===== src/logic/gpa_pkg.sv =====
// Constants shared by the port A control logic.
// Assumes an 8-bit register port with byte-wide data.
package gpa_pkg;
  localparam int GPA_WIDTH = 8;
  localparam int GPA_ADDR_W = 4;
  // Register offsets
  localparam logic [3:0] GPA_OFS_DIR_PIN = 4'h0;
  localparam logic [3:0] GPA_OFS_OUT_DATA = 4'h1;
  localparam logic [3:0] GPA_OFS_CONTROL = 4'h2;
  // Reset values
  localparam logic [7:0] GPA_DIR_RESET = 8'h00;
  localparam logic [7:0] GPA_OUT_RESET = 8'h00;
  localparam logic [7:0] GPA_CTRL_RESET = 8'h00;
  // Control register fields
  localparam int GPA_CTRL_EXTERNAL_EXPANSION_ENABLE_BIT = 0;
  localparam int GPA_CTRL_IO_STROBE_SELECT_BIT = 1;
  localparam int GPA_CTRL_KEYBOARD_PIN_ENABLE_BIT = 2;
  localparam int GPA_CTRL_MODE_LSB = 4;
  localparam logic [7:0] GPA_CTRL_MASK = 8'h37;
  // Keyboard pins are the upper six
  localparam int GPA_KB_LSB = 2;
  // Operating modes
  localparam logic [1:0] GPA_MODE_1 = 2'h1;
  localparam logic [1:0] GPA_MODE_2 = 2'h2;
  localparam logic [1:0] GPA_MODE_3 = 2'h3;
  // Pin roles
  typedef enum logic [3:0] {
    GPA_ROLE_IN = 4'h1,
    GPA_ROLE_OUT = 4'h2,
    GPA_ROLE_ADDR = 4'h4,
    GPA_ROLE_KBD = 4'h8
  } gpa_role_e;
endpackage


===== src/logic/gpa_sync.sv =====
// Two-stage synchroniser for the port pin levels.
// Assumes pins are asynchronous to clk_sys.
`timescale 1ns/1ps
module gpa_sync #(
  parameter int WIDTH = 8
) (
  // Clock and reset
  input wire logic clk_sys,
  input wire logic rstn,
  // Data
  input wire logic [WIDTH-1:0] d,
  output logic [WIDTH-1:0] q
);
  logic [WIDTH-1:0] stage1;
  logic [WIDTH-1:0] next_stage1;
  logic [WIDTH-1:0] next_q;

  always_comb begin
    next_stage1 = rstn ? d : '0;
    next_q = rstn ? stage1 : '0;
  end

  always_ff @(posedge clk_sys) begin
    stage1 <= next_stage1;
    q <= next_q;
  end
endmodule


===== src/logic/gpa_pin_mux.sv =====
// Per-pin role selection and drive for one port pin.
// Assumes control inputs are already registered on clk_sys.
`timescale 1ns/1ps
module gpa_pin_mux
  import gpa_pkg::*;
(
  // Configuration
  input wire logic [1:0] mode,
  input wire logic external_expansion_enable,
  input wire logic io_strobe_select,
  input wire logic kb_pin,
  // Per-pin values
  input wire logic dir_bit,
  input wire logic out_bit,
  input wire logic addr_bit,
  input wire logic kbd_out,
  // Results
  output gpa_pkg::gpa_role_e role,
  output logic drive_val,
  output logic drive_oe_n
);
  always_comb begin
    if (kb_pin) begin
      role = GPA_ROLE_KBD;
    end else if (mode == GPA_MODE_2 && external_expansion_enable && dir_bit
                 && !io_strobe_select) begin
      role = GPA_ROLE_ADDR;
    end else if (dir_bit) begin
      role = GPA_ROLE_OUT;
    end else begin
      role = GPA_ROLE_IN;
    end
  end

  always_comb begin
    drive_val = 1'b0;
    drive_oe_n = 1'b1;
    unique case (role)
      GPA_ROLE_IN: begin
        drive_oe_n = 1'b1;
      end
      GPA_ROLE_OUT: begin
        drive_val = out_bit;
        drive_oe_n = 1'b0;
      end
      GPA_ROLE_ADDR: begin
        drive_val = addr_bit;
        drive_oe_n = 1'b0;
      end
      // Open drain: only a low is driven
      GPA_ROLE_KBD: begin
        drive_val = 1'b0;
        drive_oe_n = kbd_out;
      end
      default: begin
        drive_oe_n = 1'b1;
      end
    endcase
  end
endmodule


===== src/logic/gpa_port.sv =====
// Port A control: direction, output data, pin-state read and pin roles.
// Assumes a single-cycle register port and asynchronous pins.
//
// Functional notes
// - Eight bidirectional pins, each set to input or output separately.
// - Each direction bit controls only its own pin.
// - Modes 1, 3, and 2 without expansion: 1 is output, 0 input.
// - Mode 2 with expansion: 1 drives address output, 0 is input.
// - Expanded mode 2 with strobe select: set bits give port outputs.
// - Keyboard enable hands the upper six pins to the keyboard logic.
// - Direction is write-only; reading its address returns pin states.
// - Output data always readable and writable, whatever the directions.
// - Output data is driven onto pins configured as port outputs.
// - Writing the pin-state address updates the direction bits.
//
// The implementer's own choices: the register offsets and the plain strobed port.
`timescale 1ns/1ps
module gpa_port
  import gpa_pkg::*;
#(
  parameter int WIDTH = gpa_pkg::GPA_WIDTH
) (
  // Clock and reset
  input wire logic clk_sys,
  input wire logic rstn,
  // Register port
  input wire logic [gpa_pkg::GPA_ADDR_W-1:0] reg_addr,
  input wire logic [7:0] reg_wdata,
  input wire logic reg_wr,
  input wire logic reg_rd,
  output logic [7:0] reg_rdata,
  // Address bus and keyboard controller
  input wire logic [WIDTH-1:0] addr_out,
  input wire logic [WIDTH-1:0] kbd_drive_low_n,
  // Pins
  input wire logic [WIDTH-1:0] pin_in,
  output logic [WIDTH-1:0] pin_out,
  output logic [WIDTH-1:0] pin_oe_n,
  // Status
  output logic [1:0] mode,
  output logic [WIDTH-1:0] pin_level
);
  import gpa_pkg::*;

  ////////////////////////////////////////////////////////////////////////
  // Registers
  logic [WIDTH-1:0] port_direction;
  logic [WIDTH-1:0] port_output_data_reg;
  logic [7:0] control;
  logic [WIDTH-1:0] next_direction;
  logic [WIDTH-1:0] next_output_data;
  logic [7:0] next_control;
  logic [7:0] next_rdata;
  logic external_expansion_enable;
  logic io_strobe_select;
  logic keyboard_pin_enable;
  logic [WIDTH-1:0] port_pin_state_reg;

  function automatic logic hit(input logic [GPA_ADDR_W-1:0] a,
                               input logic [3:0] ofs);
    hit = (a == ofs);
  endfunction

  assign external_expansion_enable = control[GPA_CTRL_EXTERNAL_EXPANSION_ENABLE_BIT];
  assign io_strobe_select = control[GPA_CTRL_IO_STROBE_SELECT_BIT];
  assign keyboard_pin_enable = control[GPA_CTRL_KEYBOARD_PIN_ENABLE_BIT];
  assign mode = control[GPA_CTRL_MODE_LSB +: 2];

  ////////////////////////////////////////////////////////////////////////
  // Pin sampling
  // pins synchronised every cycle
  gpa_sync #(
    .WIDTH(WIDTH)
  ) u_sync (
    .clk_sys(clk_sys),
    .rstn(rstn),
    .d(pin_in),
    .q(port_pin_state_reg)
  );
  assign pin_level = port_pin_state_reg;

  ////////////////////////////////////////////////////////////////////////
  // Register writes and reads
  always_comb begin
    next_direction = port_direction;
    next_output_data = port_output_data_reg;
    next_control = control;
    next_rdata = 8'h00;
    if (reg_wr) begin
      if (hit(reg_addr, GPA_OFS_DIR_PIN)) begin
        next_direction = reg_wdata[WIDTH-1:0];
      end
      if (hit(reg_addr, GPA_OFS_OUT_DATA)) begin
        next_output_data = reg_wdata[WIDTH-1:0];
      end
      if (hit(reg_addr, GPA_OFS_CONTROL)) begin
        next_control = reg_wdata & GPA_CTRL_MASK;
      end
    end
    if (reg_rd) begin
      if (hit(reg_addr, GPA_OFS_DIR_PIN)) begin
        next_rdata[WIDTH-1:0] = port_pin_state_reg;
      end else if (hit(reg_addr, GPA_OFS_OUT_DATA)) begin
        next_rdata[WIDTH-1:0] = port_output_data_reg;
      end else if (hit(reg_addr, GPA_OFS_CONTROL)) begin
        next_rdata = control;
      end
    end
    if (!rstn) begin
      next_direction = GPA_DIR_RESET;
      next_output_data = GPA_OUT_RESET;
      next_control = GPA_CTRL_RESET;
      next_rdata = 8'h00;
    end
  end

  always_ff @(posedge clk_sys) begin
    port_direction <= next_direction;
    port_output_data_reg <= next_output_data;
    control <= next_control;
    reg_rdata <= next_rdata;
  end

  ////////////////////////////////////////////////////////////////////////
  // Pin role per bit
  // one mux per pin
  genvar i;
  generate
    for (i = 0; i < WIDTH; i++) begin : g_pin
      gpa_pin_mux u_mux (
        .mode(mode),
        .external_expansion_enable(external_expansion_enable),
        .io_strobe_select(io_strobe_select),
        .kb_pin(keyboard_pin_enable && (i >= GPA_KB_LSB)),
        .dir_bit(port_direction[i]),
        .out_bit(port_output_data_reg[i]),
        .addr_bit(addr_out[i]),
        .kbd_out(kbd_drive_low_n[i]),
        .role(),
        .drive_val(pin_out[i]),
        .drive_oe_n(pin_oe_n[i])
      );
    end
  endgenerate
endmodule


===== config.mk =====
export PLATFORM = sky130hd
export DESIGN_NAME = gpa_port
export DESIGN_NICKNAME = d
export VERILOG_FILES = /design/src/logic/gpa_pkg.sv /design/src/logic/gpa_sync.sv /design/src/logic/gpa_pin_mux.sv /design/src/logic/gpa_port.sv
export SDC_FILE = /design/constraint.sdc
export NUM_CORES = 1
export LEC_CHECK = 0
export BUFFER_PORTS_ARGS = -buffer_cell sky130_fd_sc_hd__buf_4
export CORE_MARGIN = 2
export CORE_UTILIZATION = 35
export DETAILED_ROUTE_END_ITERATION = 16
export GPL_ROUTABILITY_DRIVEN = 0
export HOLD_SLACK_MARGIN = 0.08
export SETUP_SLACK_MARGIN = 0.05
export SYNTH_ARGS = -nofsm -noshare
export SYNTH_HDL_FRONTEND = slang
export SYNTH_SLANG_ARGS = --single-unit

===== constraint.sdc =====
create_clock -name clk_sys -period 1.7 [get_ports clk_sys]
set_clock_uncertainty 0.1 [all_clocks]
set_input_delay 0.17 -clock clk_sys [delete_from_list [all_inputs] [get_ports clk_sys]]
set_output_delay 0.17 -clock clk_sys [all_outputs]
set_load 0.02 [all_outputs]

# Word level (Yosys, flattened, before mapping)
# Index checks and enable logic that the tools add are counted.
totals:
  wordCells: 105
  in_bits: 40
  register_bits: 45
  output_inout_bits: 34
classes:
  n_reduce_logical: 31
  n_mux: 41
  eq_ne: 27
op_table:
  columns: ["operator", "n"]
  rows:
  - ["$mux W4", 14]
  - ["$eq A4 B2 Y1 const B", 9]
  - ["$eq A4 B3 Y1 const B", 8]
  - ["$eq A4 B4 Y1 const B", 8]
  - ["$pmux W1 S2", 16]
  - ["$logic_and A1 B1 Y1", 17]
  - ["$mux W2", 8]
  - ["$mux W8", 2]
  - ["$reduce_or A2 Y1", 8]
  - ["$reduce_and A2 Y1", 4]
  - ["$mux W6", 1]
  - ["$eq A4 B1 Y1 const B", 1]
  - ["$logic_not A4 Y1", 1]
  - ["$eq A2 B2 Y1 const B", 1]
  - ["$logic_not A1 Y1", 1]

# Depth between registers and ports, before layout
logic_depth:
  ltp_word: 9
  mapped_depth: 5
  depth_no_buf: 3

# Modules after synthesis
# Synthesis repeated with hierarchy kept, for this count alone.
unflattened:
  hier_cells: 244
  hier_area_um2: 2262.2
modules_own_cells:
  columns: ["mod", "n_inst", "cells_each", "area_per_inst_um2", "seq_area_each_um2"]
  rows:
  - ["gpa_port", 1, 123, 1194.9, 580.6]
  - ["gpa_pin_mux", 8, 11, 77.6, 0.0]
  - ["gpa_sync", 1, 33, 446.7, 320.3]

# Least setup slack after synthesis
# OpenSTA, ideal clock, no wires.
synth_timing:
  path_type: "reg-to-output"
  startpoint: "reg control[5]"
  endpoint: "out pin_out[3]"
  path_stages_with_launch: 6
  n_path_buf: 2
  arrival_time_ns: 1.249
  required_time_ns: 1.430
  slack_ns: 0.181
  cell_sequence: "dfxtp_1 -> and4bb_1 -> buf_6 -> mux2i_1 -> nor3b_2 -> buf_4"
synth_via:
  elab_chain_len: 8
  word_cells_on_any_way: 9
  cone_classes: "eq/ne (3); mux (3); reduce/logical (3)"
synth_lines:
  columns: ["element", "line_no", "rtl"]
  rows:
  - ["from (decl)", "gpa_port.sv:49", "logic [7:0] control;"]
  - ["from (signal assigned)", "gpa_port.sv:120", "control <= next_control;"]
  - ["$eq A2 B2 Y1 (*)", "gpa_pin_mux.sv:25", "end else if (mode == GPA_MODE_2 && external_expansion_enable && dir_bit"]
  - ["$logic_and A1 B1 Y1 (*) (2 in a row)", "gpa_pin_mux.sv:25", null]
  - ["$logic_and A1 B1 Y1 (*)", "gpa_pin_mux.sv:26", "&& !io_strobe_select) begin"]
  - ["$mux W4 (*)", "gpa_pin_mux.sv:25", null]
  - ["$mux W4 (*)", "gpa_pin_mux.sv:23", "if (kb_pin) begin"]
  - ["$eq A4 B3 Y1 / $eq A4 B2 Y1 (equally long branches)", "gpa_pin_mux.sv:38", "unique case (role)"]
  - ["$pmux W1 S2 (*)", "gpa_pin_mux.sv:38", null]
  - ["to (decl)", "gpa_port.sv:37", "output logic [WIDTH-1:0] pin_out,"]
# Every way passes the cells marked *; elsewhere a longest branch is shown, timed or not.

# Final worst setup path
layout_timing:
  startpoint: "reg control[1]"
  endpoint: "out pin_out[6]"
layout_via:
  elab_chain_len: 6
  word_cells_on_any_way: 7
  cone_classes: "eq/ne (2); mux (3); reduce/logical (2)"
layout_lines:
  columns: ["element", "line_no"]
  rows:
  - ["$logic_not A1 Y1 (*)", "gpa_pin_mux.sv:26"]
  - ["$logic_and A1 B1 Y1 (*)", "gpa_pin_mux.sv:26"]
  - ["$mux W4 (*)", "gpa_pin_mux.sv:25"]
  - ["$mux W4 (*)", "gpa_pin_mux.sv:23"]
  - ["$eq A4 B3 Y1 / $eq A4 B2 Y1 (equally long branches)", "gpa_pin_mux.sv:38"]
  - ["$pmux W1 S2 (*)", "gpa_pin_mux.sv:38"]
# Marks and branches as above.

==> results.md <==
* Result of the run: finished with violations
* Failing checks: setup timing
* Worst VDD drop at 0.000453 V
* Switching power as a share of total power at 0.223
* Clock input transition at the sequential cells of the worst setup and hold paths at 80 ps
* Drt first pass iters at 4
* Number of maximum-capacitance constraint violations at 0
* Setup repair after global routing missed its margin: true
* Maximum count of clock buffers along a single path at 2
* Max_slew headroom at 0.809
* Adder-Cell Fraction of Synth Area at 0
* Final hold violation count at 0
* Placed Cells at 324
* Leak Pwr at 0.00116 µW
* Power share of the combinational group at 0.113
* Delay of the slowest critical-path stage at 330 ps
* Ports placed on the boundary at 74
* Number of stages on the worst setup path at 5
* Root Buffer Master: sky130_fd_sc_hd__clkbuf_8
* Count of buffer and inverter cells on the critical path at 2
* Routed vias/inst at 4.37
* Initial drt markers at 68
* Area Overhead vs Synth at 35.2%
* Skew-Pair Late Insertion Delay at 290 ps
* Netlist cell types at 26
* Cell type with the largest total area after synthesis: sky130_fd_sc_hd__dfxtp_1
* Syn_nets at 244
* Share of flip-flops with an asynchronous set or reset after synthesis at 0
* Net Sw Power at 422 µW
* Maximum operating frequency at 560 MHz
* Clock share of power at 0.311
* Number of setup violations in the final report at 8
* Total power per unit cell area at 708 nW/µm²
* Remaining Overflow, GRT at 0
* Max stage delay cell, worst path: sky130_fd_sc_hd__dfxtp_2
* Total design power at 1890 µW
* Number of standard cells in the layout, taps in and fillers out at 345
* Final period utilization at 1.05
* Crit path arrival time at 1520 ps
* Mux cell area share after synthesis at 0.162
* Final HPWL from detailed placement at 3.01 mm
* Via count of the first global-routing pass at 1,461
* TritonCTS buffer count at 5
* Req. time, crit path at 1430 ps
* Cell area after synthesis at 1980 µm²
* Max-slew violation count at 0
* Synth area leaders: sky130_fd_sc_hd__dfxtp_1 (46%), sky130_fd_sc_hd__mux2i_1 (16%), sky130_fd_sc_hd__nand2_1 (7.4%)
* Startpoint class of the critical path: register
* Number of warnings printed during yosys synthesis at 0
* DRC violations left at 0
* Power Internal at 1470 µW
* Final worst setup slack at -85.1 ps
* Number of levels the H-tree was split into at 2
* Critical Path Sink Type: output pin
* Largest net degree at the start of global routing at 27
* Worst path top cell family by delay: simple AND/OR/NAND/NOR gates
* Global Route Usage Sum at 0.143
* Number of enable flip-flop cells after synthesis at 0
* Die height at 79.2 µm
* Mapped Avg Cell Area at 9.70 µm²
* Compound-gate portion of the synthesized area at 0.0569
* Area share of the largest cell type after synthesis at 0.455
* Min cycle time layout at 1790 ps
* Path depth of the worst reg2reg path at 2
* Placeable core region at 5470 µm²
* WL final at 4.22 mm
* Cell Chain, Critical Path: and4bb_1 -> buf_12 -> mux2i_1 -> nor3b_2 -> buf_4
* CTS tree: done
* Wire per inst at 12.2 µm
* Combinational family with the most area after synthesis: simple AND/OR/NAND/NOR gates
* Effective utilization at floorplan at 0.361
* Layout Nets at 314
* XOR/XNOR Fraction of Synth Area at 0
* WS Path Type: reg2out
* Number of storage elements in the synthesis netlist at 45
* Count of cells along the worst hold path at 3
* Fraction of final layout cells with drive strength greater than 1 at 0.363
* Setup TNS after final layout at -543 ps
* Wire length of the first global-routing pass at 7.01 mm
* Worst hold-check path type: in2reg
* Final antenna-violating net count at 0
* Share of power burned in registers at 0.576
* Total clock sinks at 45
* Antenna diode instance count at 0
* Maximum fanout encountered on the critical timing path at 8
* Part of the Yosys area used for sequential elements at 0.455
* Post-Route Hold Slack at 93.7 ps
* Number of instances in the synthesized netlist at 204
* Count leader, synth: sky130_fd_sc_hd__dfxtp_1
* Full die area at 6270 µm²
* Overall die width at 79.2 µm
* Worst-case setup slack after placement at 201 ps
* Most common flop cell mapped by yosys: sky130_fd_sc_hd__dfxtp_1
* Pin slew with the least headroom to its limit at 286 ps
* Row Count at 27
* Initial antenna violation count at 0
* Commonest cells in the netlist: sky130_fd_sc_hd__dfxtp_1 (45), sky130_fd_sc_hd__nand2_1 (39), sky130_fd_sc_hd__mux2i_1 (32)
* Post-Synth Simple-Gate Area at 0.225
* IO buf count at 71
* Routed via count at 1,507
power groups by stage:
stage	logic, µW	registers, µW	clock network [µW]
global placement	190	1120	0
global route	235	1090	667
finish	215	1090	588
floorplan	86.0	1120	0
CTS	217	1090	621
detailed placement	193	1120	0
per-stage QoR:
stage	instance area [µm²]	util
4_1_cts	2670	0.487
3_3_place_gp	2450	0.448
5_1_grt	2680	0.489
6_report	2680	0.489
3_5_place_dp	2450	0.448
2_1_floorplan	1980	-
layout make-up:
| cell class | count | area, µm² |
|---|---|---|
| clock inverters | 1 | 5.00 |
| multi-input cells | 129 | 878 |
| fillers | 553 | 2800 |
| inverters | 4 | 15.0 |
| flip-flops and latches | 45 | 905 |
| well taps | 72 | 90.1 |
| repair buffers | 89 | 713 |
| clock buffers | 5 | 68.8 |
tightest hold or removal path: cells and delay by family:
| kind | cells | cell delay, ps |
|---|---|---|
| AND/OR/NAND/NOR | 1 | 80 |
| multiplexers | 1 | 120 |
| buffers and inverters | 1 | 80 |
final timing paths:
| check | startpoint | to | slack [ps] |
|---|---|---|---|
| worst min register to register | u_sync.stage1[2] | u_sync.q[2] | 340 |
| worst max register to register | port_output_data_reg[5] | reg_rdata[5] | 740 |
| worst max-delay path | control[1] | pin_out[6] | -90 |
| worst min-delay path | reg_wdata[4] | port_direction[4] | 90 |
cells in the final DEF, fill, tap and decap left out, types with 5 or more instances in the layout:
cell,count
sky130_fd_sc_hd__nor2_1,10
sky130_fd_sc_hd__dlygate4sd3_1,13
sky130_fd_sc_hd__nor3b_2,6
sky130_fd_sc_hd__buf_4,75
sky130_fd_sc_hd__clkbuf_8,5
sky130_fd_sc_hd__mux2i_1,32
sky130_fd_sc_hd__dfxtp_1,42
sky130_fd_sc_hd__and2_1,16
sky130_fd_sc_hd__o21ai_0,6
sky130_fd_sc_hd__nand2_1,39
cells by family (layout without fill, tap and decap cells):
group,Yosys count,after routing
and+or+nand+nor,81,81
DFF,45,45
muxes,32,32
AOI/OAI and AO/OA,16,16
buffers and inverters,30,99
what timing repair did:
action                                  4_1_cts  5_1_grt
endpoints found under the hold margin        17        0
endpoints found under the setup margin        8        8
buffers inserted                              1        1
pin swaps                                     7        5
hold buffers                                 13        0
gates resized for setup                       3        0
layer usage:
layer / up-vias / track usage / part of all wire
li1: 796 / - / -
met1: 657 / 0.184 / 0.47
met2: 52 / 0.230 / 0.45
met3: 2 / 0.0466 / 0.071
met4: 0 / 0.0362 / 0.0040
met5: - / 0 / 0
Power figures use the tool's default switching activity.
